### src/design/dbs_pkg.sv
package dbs_pkg;
    localparam int PERMIT_BIT = 7;
    localparam int HALTED_BIT = 6;
    localparam int BKEN_BIT   = 5;
    localparam int FORCE_BIT  = 4;
    localparam int CLKSEL_BIT = 3;
    localparam int LPSTAT_BIT = 2;
    localparam int LPFAIL_BIT = 1;
    localparam int SLOWF_BIT  = 0;

    localparam logic        CTRL_BIT_RESET = 1'b0;
    localparam logic [15:0] BKPT_RESET     = 16'h0000;

    typedef enum logic [2:0] {
        DBS_CMD_RD_STAT = 3'h0,
        DBS_CMD_WR_CTRL = 3'h1,
        DBS_CMD_RD_BKPT = 3'h2,
        DBS_CMD_WR_BKPT = 3'h3,
        DBS_CMD_HALT    = 3'h4,
        DBS_CMD_MEM     = 3'h5
    } dbs_cmd_t;

    typedef enum logic {
        DBS_BK_IDLE = 1'b0,
        DBS_BK_PEND = 1'b1
    } dbs_bk_t;
endpackage : dbs_pkg

### src/design/dbs_bkpt_if.sv
`timescale 1ns/1ps
interface dbs_bkpt_if;
    logic        en;
    logic        force_sel;
    logic [15:0] bkpt;
    logic [15:0] addr;
    logic        addr_valid;
    logic        fetch;
    logic        boundary;
    logic        tag_exec;
    logic        tag;
    logic        brk;

    modport ctl (output en, force_sel, bkpt, addr, addr_valid, fetch, boundary, tag_exec, input tag, brk);
    modport mat (input en, force_sel, bkpt, addr, addr_valid, fetch, boundary, tag_exec, output tag, brk);
endinterface : dbs_bkpt_if

### src/design/dbs_bkpt.sv
`timescale 1ns/1ps
module dbs_bkpt
    import dbs_pkg::*;
(
    input  wire logic  clk,
    input  wire logic  rst_n,
    dbs_bkpt_if.mat    bp
);
    dbs_bk_t st_q;
    dbs_bk_t st_d;
    logic    brk_q;
    logic    brk_d;
    logic    match;

    // a disabled breakpoint ignores the force choice and the address register
    assign match  = bp.en && bp.addr_valid && (bp.addr == bp.bkpt);
    assign bp.tag = match && !bp.force_sel && bp.fetch;
    assign bp.brk = brk_q;

    always_comb begin
        st_d  = st_q;
        brk_d = 1'b0;
        case (st_q)
            DBS_BK_IDLE: begin
                if (match && bp.force_sel) begin
                    st_d = DBS_BK_PEND;
                end
            end
            DBS_BK_PEND: begin
                if (!bp.en) begin
                    st_d = DBS_BK_IDLE;
                end else if (bp.boundary) begin
                    st_d  = DBS_BK_IDLE;
                    brk_d = 1'b1;
                end
            end
            default: st_d = DBS_BK_IDLE;
        endcase
        // besides a force boundary in DBS_BK_PEND, only a tagged opcode that actually executes breaks
        if (bp.en && !bp.force_sel && bp.tag_exec) begin
            brk_d = 1'b1;
        end
    end

    always_ff @(posedge clk) begin
        if (!rst_n) begin
            st_q  <= DBS_BK_IDLE;
            brk_q <= 1'b0;
        end else begin
            st_q  <= st_d;
            brk_q <= brk_d;
        end
    end

    bkpt_off_a: assert property (@(posedge clk) disable iff (!rst_n)
        !bp.en |-> !bp.tag ##1 !bp.brk)
        else $error("breakpoint active while disabled");
    force_fire_a: assert property (@(posedge clk) disable iff (!rst_n)
        (st_q == DBS_BK_PEND) && bp.en && bp.boundary |=> bp.brk)
        else $error("force breakpoint missed boundary");
    tag_exec_a: assert property (@(posedge clk) disable iff (!rst_n)
        bp.en && !bp.force_sel && bp.tag_exec |=> bp.brk)
        else $error("tagged opcode did not break");
    tag_mark_a: assert property (@(posedge clk) disable iff (!rst_n)
        bp.tag |-> bp.fetch && !bp.force_sel && bp.addr == bp.bkpt)
        else $error("tag without matching fetch");
endmodule : dbs_bkpt

### src/design/dbs_top.sv
`timescale 1ns/1ps
module dbs_top
    import dbs_pkg::*;
(
    input  wire logic        CLOCK,
    input  wire logic        RST_N,
    input  wire logic        CMD_VALID,
    input  wire logic [2:0]  CMD_CODE,
    input  wire logic [15:0] CMD_WDATA,
    output logic             CMD_DONE,
    output logic             CMD_OK,
    output logic [15:0]      CMD_RDATA,
    input  wire logic [15:0] CPU_ADDR,
    input  wire logic        CPU_ADDR_VALID,
    input  wire logic        CPU_FETCH,
    input  wire logic        CPU_BOUNDARY,
    input  wire logic        CPU_TAG_EXEC,
    input  wire logic        CPU_HALTED,
    input  wire logic        CPU_LOWPOWER,
    input  wire logic        CPU_LP_ENTER,
    output logic             CPU_TAG,
    output logic             HALT_REQ,
    output logic             SWI_REQ,
    output logic             LINK_CLK_SEL
);
    logic        permit_q,  permit_d;
    logic        bken_q,    bken_d;
    logic        force_q,   force_d;
    logic        clksel_q,  clksel_d;
    logic        lpfail_q,  lpfail_d;
    logic        woke_q,    woke_d;
    logic [15:0] bkpt_q,    bkpt_d;
    logic        halt_q,    halt_d;
    logic        swi_q,     swi_d;
    logic        done_q,    done_d;
    logic        ok_q,      ok_d;
    logic [15:0] rdata_q,   rdata_d;
    logic        lp_status;
    logic        mem_conflict;
    logic [7:0]  status;
    dbs_cmd_t    cmd;

    dbs_bkpt_if bp ();

    assign bp.en         = bken_q;
    assign bp.force_sel  = force_q;
    assign bp.bkpt       = bkpt_q;
    assign bp.addr       = CPU_ADDR;
    assign bp.addr_valid = CPU_ADDR_VALID;
    assign bp.fetch      = CPU_FETCH;
    assign bp.boundary   = CPU_BOUNDARY;
    assign bp.tag_exec   = CPU_TAG_EXEC;

    dbs_bkpt u_bkpt (
        .clk   (CLOCK),
        .rst_n (RST_N),
        .bp    (bp)
    );

    assign cmd          = dbs_cmd_t'(CMD_CODE);
    assign lp_status    = CPU_LOWPOWER || (woke_q && CPU_HALTED);
    assign mem_conflict = CPU_LOWPOWER || CPU_LP_ENTER;

    // status mixes hardware flags with the permit, bken, force and clksel control bits, so a control write changes those, permit only while not halted
    always_comb begin
        status             = 8'h00;
        status[PERMIT_BIT] = permit_q;
        status[HALTED_BIT] = CPU_HALTED;
        status[BKEN_BIT]   = bken_q;
        status[FORCE_BIT]  = force_q;
        status[CLKSEL_BIT] = clksel_q;
        status[LPSTAT_BIT] = lp_status;
        status[LPFAIL_BIT] = lpfail_q;
        status[SLOWF_BIT]  = 1'b0;
    end

    always_comb begin
        permit_d = permit_q;
        bken_d   = bken_q;
        force_d  = force_q;
        clksel_d = clksel_q;
        lpfail_d = lpfail_q;
        // kept while the halt request still waits for the cpu to stop and while the cpu stays halted
        woke_d   = woke_q && (CPU_HALTED || halt_q);
        bkpt_d   = bkpt_q;
        halt_d   = halt_q && !CPU_HALTED;
        swi_d    = 1'b0;
        done_d   = CMD_VALID;
        ok_d     = 1'b0;
        rdata_d  = rdata_q;
        if (CMD_VALID) begin
            ok_d = 1'b1;
            case (cmd)
                DBS_CMD_RD_STAT: rdata_d = {8'h00, status};
                DBS_CMD_WR_CTRL: begin
                    // changing the permit while halted would be ambiguous
                    if (!CPU_HALTED) begin
                        permit_d = CMD_WDATA[PERMIT_BIT];
                    end
                    bken_d   = CMD_WDATA[BKEN_BIT];
                    force_d  = CMD_WDATA[FORCE_BIT];
                    clksel_d = CMD_WDATA[CLKSEL_BIT];
                end
                DBS_CMD_RD_BKPT: rdata_d = bkpt_q;
                DBS_CMD_WR_BKPT: bkpt_d  = CMD_WDATA;
                DBS_CMD_HALT: begin
                    if (!permit_q) begin
                        ok_d = 1'b0;
                    end else if (!CPU_HALTED) begin
                        halt_d = 1'b1;
                        woke_d = CPU_LOWPOWER;
                    end
                end
                DBS_CMD_MEM: begin
                    if (mem_conflict) begin
                        ok_d     = 1'b0;
                    end else begin
                        lpfail_d = 1'b0;
                    end
                end
                default: ok_d = 1'b0;
            endcase
        end
        // set wins over the clear by a clean access
        if (CMD_VALID && cmd == DBS_CMD_MEM && mem_conflict) begin
            lpfail_d = 1'b1;
        end
        if (bp.brk && !CPU_HALTED) begin
            if (permit_q) begin
                halt_d = 1'b1;
            end else begin
                swi_d  = 1'b1;
            end
        end
    end

    always_ff @(posedge CLOCK) begin
        if (!RST_N) begin
            permit_q <= CTRL_BIT_RESET;
            bken_q   <= CTRL_BIT_RESET;
            force_q  <= CTRL_BIT_RESET;
            clksel_q <= CTRL_BIT_RESET;
            lpfail_q <= CTRL_BIT_RESET;
            woke_q   <= 1'b0;
            bkpt_q   <= BKPT_RESET;
            halt_q   <= 1'b0;
            swi_q    <= 1'b0;
            done_q   <= 1'b0;
            ok_q     <= 1'b0;
            rdata_q  <= 16'h0000;
        end else begin
            permit_q <= permit_d;
            bken_q   <= bken_d;
            force_q  <= force_d;
            clksel_q <= clksel_d;
            lpfail_q <= lpfail_d;
            woke_q   <= woke_d;
            bkpt_q   <= bkpt_d;
            halt_q   <= halt_d;
            swi_q    <= swi_d;
            done_q   <= done_d;
            ok_q     <= ok_d;
            rdata_q  <= rdata_d;
        end
    end

    assign CMD_DONE     = done_q;
    assign CMD_OK       = ok_q;
    assign CMD_RDATA    = rdata_q;
    assign CPU_TAG      = bp.tag;
    assign HALT_REQ     = halt_q;
    assign SWI_REQ      = swi_q;
    assign LINK_CLK_SEL = clksel_q;

    halt_refuse_a: assert property (@(posedge CLOCK) disable iff (!RST_N)
        CMD_VALID && cmd == DBS_CMD_HALT && !permit_q |=> CMD_DONE && !CMD_OK)
        else $error("halt accepted without permit");
    permit_hold_a: assert property (@(posedge CLOCK) disable iff (!RST_N)
        CMD_VALID && cmd == DBS_CMD_WR_CTRL && CPU_HALTED |=> permit_q == $past(permit_q))
        else $error("permit changed while halted");
    status_read_a: assert property (@(posedge CLOCK) disable iff (!RST_N)
        CMD_VALID && cmd == DBS_CMD_RD_STAT |=>
            CMD_RDATA[HALTED_BIT] == $past(CPU_HALTED) && !CMD_RDATA[SLOWF_BIT])
        else $error("status read wrong");
    lp_fail_a: assert property (@(posedge CLOCK) disable iff (!RST_N)
        CMD_VALID && cmd == DBS_CMD_MEM && CPU_LOWPOWER |=> lpfail_q && !CMD_OK)
        else $error("memory conflict not flagged");
    lp_status_a: assert property (@(posedge CLOCK) disable iff (!RST_N)
        CMD_VALID && cmd == DBS_CMD_RD_STAT && CPU_LOWPOWER |=> CMD_RDATA[LPSTAT_BIT])
        else $error("lowpower status missing");
    clk_select_a: assert property (@(posedge CLOCK) disable iff (!RST_N)
        CMD_VALID && cmd == DBS_CMD_WR_CTRL |=> LINK_CLK_SEL == $past(CMD_WDATA[CLKSEL_BIT]))
        else $error("clock select not written");
    swi_break_a: assert property (@(posedge CLOCK) disable iff (!RST_N)
        bp.brk && !permit_q && !CPU_HALTED |=> SWI_REQ)
        else $error("software interrupt missing");
    lp_wake_a: assert property (@(posedge CLOCK) disable iff (!RST_N)
        CMD_VALID && cmd == DBS_CMD_HALT && permit_q && CPU_LOWPOWER && !CPU_HALTED
            |=> HALT_REQ && CMD_OK)
        else $error("halt from lowpower refused");
endmodule : dbs_top

### config.mk
export PLATFORM = sky130hd
export DESIGN_NAME = dbs_top
export DESIGN_NICKNAME = d
export VERILOG_FILES = /design/src/design/dbs_pkg.sv /design/src/design/dbs_bkpt_if.sv /design/src/design/dbs_bkpt.sv /design/src/design/dbs_top.sv
export SDC_FILE = /design/constraint.sdc
export NUM_CORES = 1
export LEC_CHECK = 0
export ABC_CLOCK_PERIOD_IN_PS = 2000
export BUFFER_PORTS_ARGS = -buffer_cell sky130_fd_sc_hd__buf_4
export CAP_MARGIN = 0
export CORE_MARGIN = 1.5
export CORE_UTILIZATION = 34
export DETAILED_ROUTE_END_ITERATION = 10
export GPL_TIMING_DRIVEN = 0
export HOLD_SLACK_MARGIN = 0.1
export PLACE_DENSITY = 0.63
export SYNTH_ARGS = -nofsm -noshare
export SYNTH_HDL_FRONTEND = slang
export SYNTH_SLANG_ARGS = --single-unit
### constraint.sdc
create_clock -name CLOCK -period 2 [get_ports CLOCK]
set_clock_uncertainty 0.05 [all_clocks]
set_input_delay 0.4 -clock CLOCK [delete_from_list [all_inputs] [get_ports CLOCK]]
set_output_delay 0.4 -clock CLOCK [all_outputs]
set_load 0.05 [all_outputs]
# Word level (Yosys, flattened, before mapping)

Cells that the tools add are included.
Widths: inputs -> output; s select.

Bits in registers: 44
Bits of input ports: 45

Equality and inequality tests: 7
Multiplexer cells: 27
Bitwise gates (word level): 2
Reductions and logical operators: 30

Operators by type and width:

| kind               | count |
|---|---|
| $pmux 16 s2        | 1 |
| $mux 1             | 24 |
| $eq 16x16->1       | 1 |
| $logic_and 1x1->1  | 13 |
| $reduce_and 2->1   | 5 |
| $eq 3x2->1 const B | 2 |
| $eq 3x3->1 const B | 2 |
| $reduce_and 3->1   | 2 |
| $reduce_bool 2->1  | 3 |
| $reduce_or 4->1    | 1 |
| $eq 3x1->1 const B | 1 |
| $logic_not 3->1    | 1 |
| $logic_or 1x1->1   | 3 |
| $pmux 1 s3         | 1 |
| $logic_not 1->1    | 2 |
| $ne 2x1->1 const B | 1 |
| $not 1->1          | 2 |
| $pmux 1 s2         | 1 |

# Longest topological paths before layout

Gate-level depths: netlist of run 1.

Depth in word-level cells: 8
Gate-level depth with buffers: 6

# Cells and area by module

A second synthesis of run 1 with hierarchy kept.

Cells, all modules: 232
Area, all modules: 1926.8 µm²

By module, submodules not included:

| module   | times used | cells each | area each (µm²) | sequential area each (µm²) |
|---|---|---|---|---|
| dbs_top  | 1          | 193        | 1635.3          | 840.8 |
| dbs_bkpt | 1          | 39         | 291.5           | 40.0 |

# Worst setup path after synthesis of run 1

Ideal clock, no wire load.

Path kind: input port to output port
From: input port CPU_ADDR[7]
To: output port CPU_TAG
Data arrival time: 2643 ps
Data required time: 1550 ps
Path slack: -1093 ps
Stages: 4
Buffers on the path: 0
Path through: xnor2_1 nand3_1 or4_4 nor4_1

Longest elaborated chain between the ends: 4

RTL lines:

| what                           | RTL line       | text |
|---|---|---|
| start, declared                | dbs_top.sv:13  | `input wire logic [15:0] CPU_ADDR,` |
| $eq 16x16->1                   | dbs_bkpt.sv:16 | `assign match = bp.en && bp.addr_valid && (bp.addr == bp.bkpt);` |
| $logic_and 1x1->1              | dbs_bkpt.sv:16 |  |
| $logic_and 1x1->1 (2 in a row) | dbs_bkpt.sv:17 | `assign bp.tag = match && !bp.force_sel && bp.fetch;` |
| end, declared                  | dbs_top.sv:21  | `output logic CPU_TAG,` |

No other way between the ends.

# Worst setup path after layout of run 1

From: register bkpt_q[10]
To: output port CPU_TAG

Longest elaborated chain between the ends: 4

RTL lines:

| what                           | RTL line       | text |
|---|---|---|
| start, declared                | dbs_top.sv:32  | `logic [15:0] bkpt_q, bkpt_d;` |
| start signal, assigned         | dbs_top.sv:158 | `bkpt_q <= bkpt_d;` |
| $eq 16x16->1                   | dbs_bkpt.sv:16 |  |
| $logic_and 1x1->1              | dbs_bkpt.sv:16 |  |
| $logic_and 1x1->1 (2 in a row) | dbs_bkpt.sv:17 |  |

No other way between the ends.

==> results of run 1 <==
cell families (layout without fill, tap and decap cells):
group / count (synthesis) / after routing / synth area share
DFF: 44 / 44 / 0.472
xor gates and xnor gates: 16 / 16 / 0.0751
AOI/OAI and AO/OA: 44 / 44 / 0.134
buffers and inverters: 16 / 95 / 0.0355
and+or+nand+nor: 91 / 91 / 0.235
muxes: 9 / 9 / 0.0483
cell type report:
cell class | instances | area, µm² | share of cell area
buffer | 13 | 55.1 | 0.0209
clock buffer | 7 | 96.3 | 0.0365
inverter | 3 | 11.3 | 0.00427
multi-input combinational | 160 | 948 | 0.360
sequential | 44 | 895 | 0.339
tap | 70 | 87.6 | 0.0332
timing repair buffer | 72 | 544 | 0.206
report_power, final:
group	switching (mW)	leakage [nW]	internal (mW)
registers	0.0126	0.362	0.894
logic	0.130	0.624	0.116
clock network	0.290	0.0503	0.308
worst reg2reg max path, stage by stage, from the launching register on:
cell and delay (ns):
dfxtp_2 0.35, xnor2_2 0.11, nand4_1 0.12, or4_4 0.56, o31ai_1 0.25
per-stage QoR:
stage,setup WS (ns),area [µm²],power [mW],utilization,std cells
6_report,-0.243,2640,1.75,0.507,369
5_1_grt,-0.349,2640,1.82,0.507,369
2_1_floorplan,-0.214,1880,1.05,-,220
3_5_place_dp,-0.266,2460,1.17,0.472,355
3_3_place_gp,-0.269,2460,1.17,0.472,355
4_1_cts,-0.242,2620,1.76,0.504,369
cell usage after synthesis, drive strengths merged:
master,instances,area [µm²]
or4,1,11.3
inv,3,11.3
nor2b,1,6.26
xnor2,16,140
buf,6,28.8
and3b,1,8.76
or3,1,6.26
a311oi,1,8.76
a211oi,8,60.1
nand2,44,165
a21oi,31,155
nand4b,3,26.3
nor2,14,52.6
nor3b,2,15.0
mux2i,9,90.1
a31oi,1,6.26
nor4,1,6.26
or3b,1,8.76
nand4,3,18.8
nand2b,2,12.5
nand3,12,60.1
a22oi,1,7.51
and4b,1,10.0
nor3,1,5.00
clkbuf,7,26.3
and2,2,12.5
and4bb,1,12.5
o21ai,1,5.00
o31ai,1,7.51
dfxtp,44,881
what timing repair did:
action                     in CTS  in global routing
pin swaps                      14                  1
setup endpoints to repair       1                  1
hold buffers                    0                  0
buffers inserted                7                  0
resized for setup              12                  2
metal layers:
metal	up-vias	wire, µm	GRT usage
li1	915	-	-
met1	815	2370	0.233
met2	58	2510	0.306
met3	6	265	0.0417
met4	0	69	0.0600
met5	-	0	0
final timing paths:
| path | start | endpoint | slack (ns) | cells past startpoint |
|---|---|---|---|---|
| worst min register to register | CMD_RDATA[13]$_SDFFE_PN0P_ | CMD_RDATA[13]$_SDFFE_PN0P_ | 0.41 | 2 |
| worst max-delay path | bkpt_q[10]$_SDFFE_PN0P_ | CPU_TAG | -0.24 | 5 |
| worst min-delay path | CMD_WDATA[9] | bkpt_q[9]$_SDFFE_PN0P_ | 0.29 | 3 |
| worst max register to register | bkpt_q[10]$_SDFFE_PN0P_ | u_bkpt.st_q$_SDFF_PN0_ | 0.48 | 4 |
==> results by group, run 1 <==
Status
  • Status: finished, violations left
  • Violated checks: negative setup slack

Yosys
  • Post-synthesis register bit count: 44
  • Post-synthesis cell area: between 0.0015 and 0.002 mm²
  • Syn Area/Cell: 8.48 µm²
  • Synth Instances: between 200 and 250
  • Synth Warn #: 0
  • Seq/Total Area, Yosys: 0.472
  • Count of different cell masters after synthesis: 31
  • Syn Nets: 265

Route
  • Initial DRC count: roughly 90
  • Routed WL per cell: between 10 and 15 µm
  • TritonRoute pass-1 iters: 4
  • DR DRC count: 0
  • Drt total wl: between 5 and 6 mm
  • Vias: about 1800
  • Routed Antenna Nets: 0
  • Vias per cell: a little under 5

STA
  • Tightest Pin Transition: between 0.5 and 0.6 ns
  • Hold WS: between 0.2 and 0.3 ns
  • Slew margin rel.: 0.634
  • Tmin final: 2.24 ns
  • Fin. max-slew vios: 0
  • Tcrit/Tclk final: 1.12
  • Peak Freq: around 0.45 GHz
  • Final setup margin: -0.243 ns
  • TNS Setup: -0.243 ns
  • Final setup viols: 1
  • Hold Vio Cnt, Final: 0
  • RSZ-0062 raised after global routing: true

Worst setup path
  • CP max-delay cell: or4_4
  • CP top delay family: simple AND/OR/NAND/NOR gates
  • Critical path cell sequence: xnor2_2 -> nand4_1 -> or4_4 -> nor4_4 -> buf_6
  • Max incr delay on CP: ~0.56 ns
  • WP data arrival: approximately 1.8 ns
  • Setup crit start kind: flop
  • Crit Path Category: reg -> out
  • Critical path buffers and inverters: 1
  • Worst EP required: roughly 1.6 ns
  • CP endpoint kind: output pin
  • Largest fanout on the critical path: 2

Die
  • Core Footprint: approximately 0.0052 mm²
  • Initial core utilization: 0.358
  • Ports: 67
  • Die W: 77.1 µm
  • Die area: approximately 0.0059 mm²
  • # rows: 26
  • Chip Height: a little under 80 µm

Placed design
  • Gpl congestion: between 0.7 and 0.8
  • DPL Wire Length: about 3.8 mm
  • Port Buffers: 65

Finish
  • Most frequent cells in the layout: 71 x buf_4, 44 x nand2_1, 33 x dfxtp_1, 31 x a21oi_1
  • Fillers: around 540
  • Commonest non-fill, non-tap cell in the layout: buf_4
  • Area growth from synthesis to layout: 41.4%
  • Number of diodes: 0
  • Share of layout cells above drive strength 1: 0.338
  • # nets final: approximately 340

Power and ir drop
  • Leakage dissipation: about 1.0 nW
  • Power per Cell Area: about 660 mW/mm²
  • Max IR drop VDD: between 0.3 and 0.4 mV

Global route
  • Grt total ovfl: 0
  • Pin count of the biggest net entering global routing: 13
  • Initial antenna violation count: 0
  • Vias in the first global route: 1796
  • First-pass GRT wire length: roughly 8.5 mm
  • Gr usage total: 0.183

Clocking
  • H-Tree Depth: 2
  • Root Driver: clkbuf_8
  • Longest Clk Path Bufs: 2
  • CTS tree: built
  • Clk Latency, worst-skew pair: roughly 0.3 ns
  • Clock Sink Count: between 40 and 50
  • Worst-path clk slew: approximately 0.07 ns
  • CTS buffer count: 5

Run
  • Max cap viols: 0

Min path
  • Worst hold-check path type: in -> reg
Note: power is estimated with default switching activity, not from simulation.
==> run 2: changes to the inputs <==
--- a/config.mk
+++ b/config.mk
@@ -5,6 +5,7 @@
 export SDC_FILE = /design/constraint.sdc
 export NUM_CORES = 1
 export LEC_CHECK = 0
+export ABC_AREA = 1
 export ABC_CLOCK_PERIOD_IN_PS = 2000
 export BUFFER_PORTS_ARGS = -buffer_cell sky130_fd_sc_hd__buf_4
 export CAP_MARGIN = 0
@@ -13,7 +14,8 @@
 export DETAILED_ROUTE_END_ITERATION = 10
 export GPL_TIMING_DRIVEN = 0
 export HOLD_SLACK_MARGIN = 0.1
-export PLACE_DENSITY = 0.63
+export PLACE_DENSITY = 0.62
 export SYNTH_ARGS = -nofsm -noshare
 export SYNTH_HDL_FRONTEND = slang
+export SYNTH_HIERARCHICAL = 1
 export SYNTH_SLANG_ARGS = --single-unit
==> run 2 against run 1 <==
Sequential power rose by 2.6%. Largest cell class unchanged. Critical endpoint unchanged. The run now ends clean. Largest power group unchanged. Highest routed layer unchanged. Register-to-register slack improved by 0.29 ns. Worst setup slack gained 0.28 ns. Utilization fell by 3.9 points.
==> results by group, run 2 <==
Global route
  • Pin count of the biggest net entering global routing: 13 (unchanged)
  • Gr usage total: 0.167 (was 0.183)
  • Grt total ovfl: 0 (unchanged)
  • Initial antenna violation count: 0 (unchanged)
  • First-pass GRT wire length: 9.40 mm (was 8.51 mm)
  • Vias in the first global route: 2029 (was 1796)

Worst setup path
  • Setup crit start kind: flop (unchanged)
  • WP data arrival: 1.51 ns (was 1.79 ns)
  • Crit Path Category: reg -> out (unchanged)
  • Crit path from: bkpt_q[11]$_SDFFE_PN0P_ (was bkpt_q[10]$_SDFFE_PN0P_)
  • Largest fanout on the critical path: 4 (was 2)
  • Worst EP required: 1.55 ns (about the same)
  • CP endpoint kind: output pin (unchanged)
  • Reg2reg start: bkpt_q[11]$_SDFFE_PN0P_ (was bkpt_q[10]$_SDFFE_PN0P_)

Finish
  • Reg area: 897 µm² (was 895 µm²)
  • Number of diodes: 0 (unchanged)
  • Fillers: 682 (was 539)
  • # nets final: 481 (was 344)
  • Final core occ: 0.468 (was 0.507)
  • Commonest non-fill, non-tap cell in the layout: nand2_1 (was buf_4)
  • Share of layout cells above drive strength 1: 0.254 (was 0.338)
  • Area growth from synthesis to layout: 32.9% (was 41.4%)
  • Most frequent cells in the layout: 102 x nand2_1, 70 x buf_4, 66 x nor2_1, 60 x inv_1, 33 x dfxtp_1 (was 71 x buf_4, 44 x nand2_1, 33 x dfxtp_1, 31 x a21oi_1)
  • Multi-input gate area: 0.00106 mm² (was 948 µm²)

Run
  • Max cap viols: 0 (unchanged)

Die
  • Die area: 0.00707 mm² (was 0.00594 mm²)
  • Die W: 84.1 µm (was 77.1 µm)
  • # rows: 29 (was 26)
  • Chip Height: 84.1 µm (was 77.1 µm)
  • Initial core utilization: 0.352 (was 0.358)
  • Core Footprint: 0.00635 mm² (was 0.00520 mm²)
  • Ports: 67 (unchanged)

Clocking
  • Worst-path clk slew: 0.08 ns (was 0.07 ns)
  • Root Driver: clkbuf_8 (unchanged)
  • Longest Clk Path Bufs: 2 (unchanged)
  • CTS Hold Bufs: 0 (unchanged)
  • H-Tree Depth: 2 (unchanged)
  • Clk Latency, worst-skew pair: 0.29 ns (was 0.30 ns)
  • Clock Sink Count: 44 (unchanged)
  • CTS tree: built (unchanged)
  • CTS buffer count: 5 (unchanged)

Placed design
  • DPL Wire Length: 4.60 mm (was 3.78 mm)
  • Gpl congestion: 0.800 (was 0.748)
  • Port Buffers: 66 (was 65)

Yosys
  • Syn Nets: 405 (was 265)
  • Share of flip-flops with an asynchronous set or reset: 0 (unchanged)
  • Count leader, synth: nand2_1
  • Synth top area cells: dfxtp_1 39%, nand2_1 17%, nor2_1 11% (was dfxtp_1 47%, nand2_1 8.9%, a21oi_1 8.3%)
  • Count of different cell masters after synthesis: 23 (was 31)
  • Synth area leader: dfxtp_1 (unchanged)
  • Seq/Total Area, Yosys: 0.394 (was 0.472)
  • Synth top cells by count: 103 x nand2_1, 67 x nor2_1, 62 x inv_1, 44 x dfxtp_1, 25 x o21ai_0 (was 44 x dfxtp_1, 44 x nand2_1, 31 x a21oi_1, 16 x xnor2_1, 14 x nor2_1)
  • Top-area cell type share of the netlist area: 0.394 (was 0.472)
  • Synth Warn #: 6 (was 0)
  • Synth Instances: 360 (was 220)
  • Post-synth EDFFs: 0 (unchanged)
  • Main synth FF type: dfxtp_1 (unchanged)
  • Syn Area/Cell: 6.21 µm² (was 8.48 µm²)
  • Post-synthesis cell area: 0.00223 mm² (was 0.00187 mm²)
  • Post-synthesis register bit count: 44 (unchanged)

Min path
  • Critical hold path startpoint: CMD_WDATA[6] (was CMD_WDATA[9])
  • Worst hold-check path type: in -> reg (unchanged)

Status
  • Status: finished clean (was finished, violations left)

Route
  • Vias: 2245 (was 1794)
  • Routed WL per cell: 11.5 µm (was 14.1 µm)
  • Met2 WL post-DR: 2.81 mm (was 2.51 mm)
  • Routed Antenna Nets: 0 (unchanged)
  • Met1 WL: 2.79 mm (was 2.37 mm)
  • Initial DRC count: 109 (was 92)
  • Met3 WL post-DR: 228 µm (was 265 µm)
  • TritonRoute pass-1 iters: 4 (unchanged)
  • Top Metal Used: met4 (unchanged)
  • Drt total wl: 5.93 mm (was 5.22 mm)
  • DR DRC count: 0 (unchanged)
  • Vias per cell: 4.37 (was 4.86)

STA
  • TNS Setup: 0 ns (was -0.243 ns)
  • Hold Vio Cnt, Final: 0 (unchanged)
  • RSZ-0062 raised after global routing: true (unchanged)
  • Hold WS: 0.310 ns (was 0.289 ns)
  • Tmin final: 1.96 ns (was 2.24 ns)
  • Final setup viols: 0 (was 1)
  • Fin. max-slew vios: 0 (unchanged)
  • Slew margin rel.: 0.598 (was 0.634)
  • Peak Freq: 0.509 GHz (was 0.446 GHz)
  • Tightest Pin Transition: 0.603 ns (was 0.550 ns)
  • Tcrit/Tclk final: 0.982 (was 1.12)

Power and ir drop
  • Max IR drop VDD: 0.321 mV (was 0.338 mV)
  • Leakage dissipation: 1.50 nW (was 1.04 nW)
  • Power per Cell Area: 629 mW/mm² (was 664 mW/mm²)
[run 2: cell types whose count changed after synthesis, moves of 8 or more]
cell,before,now
a21oi_1,31,15
a211oi_1,8,0
inv_1,3,62
nand2_1,44,103
nor2_1,14,67
mux2i_1,9,0
xnor2_1,16,1
o21ai_0,1,25
[run 2: through the flow]
step	power, mW	cells	cell area (µm²)	worst slack (ns)
after floorplan	1.16	360	2230	0.288
after global placement	1.31	503	2830	0.214
after detailed placement	1.31	503	2830	0.214
after CTS	1.88	511	2920	0.00433
after global routing	1.97	514	2970	-0.0697
final	1.87	514	2970	0.0364
[run 2: kinds of logic after synthesis]
family | share of synthesized area
compound gates | 0.0980
buf+inv | 0.135
flops | 0.394
xor+xnor | 0.0118
simple gates | 0.361
[run 2: area by class of cell]
type,instances,share of cell area
buffer,9,0.0198
clock buffer,8,0.0303
inverter,65,0.0822
multi-input combinational,242,0.357
sequential,44,0.302
tap,77,0.0324
timing repair buffer,69,0.176
[run 2: worst paths after layout]
check                           end  slack, ns  cells after the start
max                         CPU_TAG       0.04                      9
min          bkpt_q[6]$_SDFFE_PN0P_       0.31                      3
max reg2reg  u_bkpt/st_q$_SDFF_PN0_       0.77                      9
min reg2reg      SWI_REQ$_SDFF_PN0_       0.40                      2
[run 2: power breakdown]
group | internal (mW) | switching, mW | total, mW | leakage (nW)
Clock | 0.282 | 0.289 | 0.571 | 0.0455
Combinational | 0.146 | 0.219 | 0.364 | 1.09
Sequential | 0.909 | 0.0224 | 0.931 | 0.364
[run 2: per-layer routing]
metal / track usage / vias up
met4: 0.0492 / 0
li1: - / 1228
met2: 0.277 / 46
met1: 0.222 / 963
met5: 0 / -
met3: 0.0267 / 8
[run 2: timing repair]
| action | 4_1_cts | 5_1_grt |
|---|---|---|
| buffers inserted | 0 | 3 |
| gates resized for setup | 0 | 18 |
| endpoints found under the setup margin | 0 | 1 |
[run 2: critical path, stage by stage, from the launching register on]
cell and delay, ns:
dfxtp_2 0.36, inv_1 0.04, nand2_1 0.05, o21ai_1 0.06
nor2_1 0.12, nand2_1 0.09, nor2_2 0.14, nand3_2 0.09
nor2_2 0.11, buf_6 0.16
==> run 3: changes to the inputs <==
--- a/config.mk
+++ b/config.mk
@@ -11,6 +11,7 @@
 export CAP_MARGIN = 0
 export CORE_MARGIN = 1.5
 export CORE_UTILIZATION = 34
+export CTS_BUF_LIST = sky130_fd_sc_hd__clkbuf_4
 export DETAILED_ROUTE_END_ITERATION = 10
 export GPL_TIMING_DRIVEN = 0
 export HOLD_SLACK_MARGIN = 0.1
==> run 3 against run 2 <==
Critical path type unchanged. Via count grew 0.45%. Fmax shrank 2.0%. The run now ends with negative setup slack left. Critical endpoint unchanged. Critical path depth shrank 1. Register-to-register slack gained 0.11 ns.
==> results by group, run 3 (synthesis results as in run 2) <==
Global route
  • Initial antenna violation count: 0 (unchanged)
  • Pin count of the biggest net entering global routing: 13 (unchanged)
  • Vias in the first global route: 2050 (was 2029)
  • Gr usage total: 0.171 (was 0.167)
  • First-pass GRT wire length: 9.55 mm (was 9.40 mm)
  • Grt total ovfl: 0 (unchanged)

Power and ir drop
  • Internal cell power: 1.22 mW (was 1.34 mW)
  • Sequential share of power: 0.536 (was 0.499)
  • Switching part of the total: 0.299 (was 0.284)
  • Logic pwr share: 0.209 (was 0.195)
  • Leakage dissipation: 1.48 nW (was 1.50 nW)
  • Max IR drop VDD: 0.243 mV (was 0.321 mV)
  • Power per Cell Area: 593 mW/mm² (was 629 mW/mm²)
  • Pwr Total: 1.74 mW (was 1.87 mW)
  • Clk pwr share: 0.255 (was 0.306)
  • Sw power: 0.520 mW (was 0.530 mW)

Route
  • TritonRoute pass-1 iters: 5 (was 4)
  • Drt total wl: 5.92 mm (was 5.93 mm)
  • Initial DRC count: 98 (was 109)
  • Routed WL per cell: 11.5 µm (about the same)
  • DR DRC count: 0 (unchanged)
  • Vias: 2255 (was 2245)
  • Routed Antenna Nets: 0 (unchanged)
  • Vias per cell: 4.40 (was 4.37)

Clocking
  • H-Tree Depth: 2 (unchanged)
  • Longest Clk Path Bufs: 2 (unchanged)
  • Clk Latency, worst-skew pair: 0.35 ns (was 0.29 ns)
  • CTS buffer count: 5 (unchanged)
  • Worst-path clk slew: 0.13 ns (was 0.08 ns)
  • Clock Sink Count: 44 (unchanged)
  • CTS tree: built (unchanged)
  • Root Driver: clkbuf_4 (was clkbuf_8)

STA
  • TNS Setup: -0.00450 ns (was 0 ns)
  • Slew margin rel.: 0.650 (was 0.598)
  • RSZ-0062 raised after global routing: true (unchanged)
  • Tightest Pin Transition: 0.526 ns (was 0.603 ns)
  • Hold Vio Cnt, Final: 0 (unchanged)
  • Final setup margin: -0.00450 ns (was 0.0364 ns)
  • Tcrit/Tclk final: 1.00 (was 0.982)
  • Tmin final: 2.00 ns (was 1.96 ns)
  • Final setup viols: 1 (was 0)
  • Peak Freq: 0.499 GHz (was 0.509 GHz)
  • Fin. max-slew vios: 0 (unchanged)

Worst setup path
  • Reg2Reg Depth: 6 (was 9)
  • Largest fanout on the critical path: 4 (unchanged)
  • Worst EP required: 1.55 ns (about the same)
  • Setup crit start kind: flop (unchanged)
  • Reg2reg start: bkpt_q[0]$_SDFFE_PN0P_ (was bkpt_q[11]$_SDFFE_PN0P_)
  • Crit path from: bkpt_q[11]$_SDFFE_PN0P_ (unchanged)
  • CP endpoint kind: output pin (unchanged)
  • WP data arrival: 1.55 ns (was 1.51 ns)
  • R2R Setup Slk: 0.88 ns (was 0.77 ns)
  • R2r endpoint: u_bkpt/st_q$_SDFF_PN0_ (unchanged)
  • Crit Path Category: reg -> out (unchanged)

Min path
  • Hold Path End: bkpt_q[6]$_SDFFE_PN0P_ (unchanged)
  • Critical hold path startpoint: CMD_WDATA[6] (unchanged)
  • Hold Crit Depth: 3 (unchanged)
  • Worst hold-check path type: in -> reg (unchanged)

Placed design
  • DPL Wire Length: 4.60 mm (unchanged)
  • Area post-placement: 0.00283 mm² (unchanged)
  • Gpl congestion: 0.800 (unchanged)
  • Port Buffers: 66 (unchanged)

Finish
  • Most frequent cells in the layout: 102 x nand2_1, 69 x buf_4, 66 x nor2_1, 58 x inv_1, 32 x dfxtp_1 (was 102 x nand2_1, 70 x buf_4, 66 x nor2_1, 60 x inv_1, 33 x dfxtp_1)
  • Cell area after layout: 0.00293 mm² (was 0.00297 mm²)
  • Fillers: 688 (was 682)
  • Area growth from synthesis to layout: 31.2% (was 32.9%)
  • Share of layout cells above drive strength 1: 0.261 (was 0.254)
  • # nets final: 480 (was 481)
  • Commonest non-fill, non-tap cell in the layout: nand2_1 (unchanged)
  • Reg area: 901 µm² (was 897 µm²)
  • Multi-input gate area: 0.00106 mm² (unchanged)
  • Final core occ: 0.462 (was 0.468)
  • Number of diodes: 0 (unchanged)

Die
  • Die area: 0.00707 mm² (unchanged)
  • Ports: 67 (unchanged)
  • Initial core utilization: 0.352 (unchanged)
  • Core Footprint: 0.00635 mm² (unchanged)
  • Chip Height: 84.1 µm (unchanged)
  • # rows: 29 (unchanged)
  • Die W: 84.1 µm (unchanged)

Run
  • Max cap viols: 0 (unchanged)

Status
  • Violated checks: negative setup slack
  • Status: finished, violations left (was finished clean)
## run 3: worst max-delay path by stage
stage	end	cells past startpoint
after floorplan	CPU_TAG	8
after global placement	CPU_TAG	9
after detailed placement	CPU_TAG	9
after CTS	CPU_TAG	9
after global routing	CPU_TAG	9
final	CPU_TAG	8
## run 3: timing repair
item	in CTS	in global routing
gates resized for setup	15	7
endpoints found under the setup margin	1	1
hold buffers	0	0
setup buffers	1	1
pin swaps	3	1
## run 3: layer usage
metal  vias to the layer above  global-route usage  wire (µm)
met5                         -                   0          0
met4                         0              0.0537         45
met3                         4              0.0247        223
met2                        51               0.286       2920
met1                       974               0.225       2730
li1                       1226                   -          -
## run 3: critical path, cell delays in order (launching register included)
cell and delay (ns):
dfxtp_4 0.38, nand2_1 0.05, o21ai_1 0.07, nor2_2 0.13
nand2_1 0.08, nor2_2 0.15, nand3_2 0.09, nor2_2 0.10
buf_6 0.16
## run 3: power groups by stage
stage	clock network, mW	registers (mW)	logic, mW
floorplan	0	1.01	0.146
global placement	0	0.951	0.357
detailed placement	0	0.952	0.359
CTS	0.459	0.933	0.363
global route	0.500	0.937	0.403
finish	0.442	0.931	0.364
## run 3: layout make-up
class	count	share of cell area
Multi-Input combinational cell	242	0.362
Sequential cell	44	0.307
Timing Repair Buffer	68	0.175
Inverter	65	0.0832
Tap cell	77	0.0329
Buffer	9	0.0201
Clock buffer	7	0.0179
Clock inverter	1	0.00128
## run 3: per-stage QoR
stage          setup slack [ns]  hold WS, ns  instances
3_5_place_dp              0.214        0.393        503
2_1_floorplan             0.288        0.367        360
5_1_grt                  -0.151        0.234        513
4_1_cts               -0.000176        0.231        512
6_report               -0.00450        0.244        513
3_3_place_gp              0.214        0.398        503
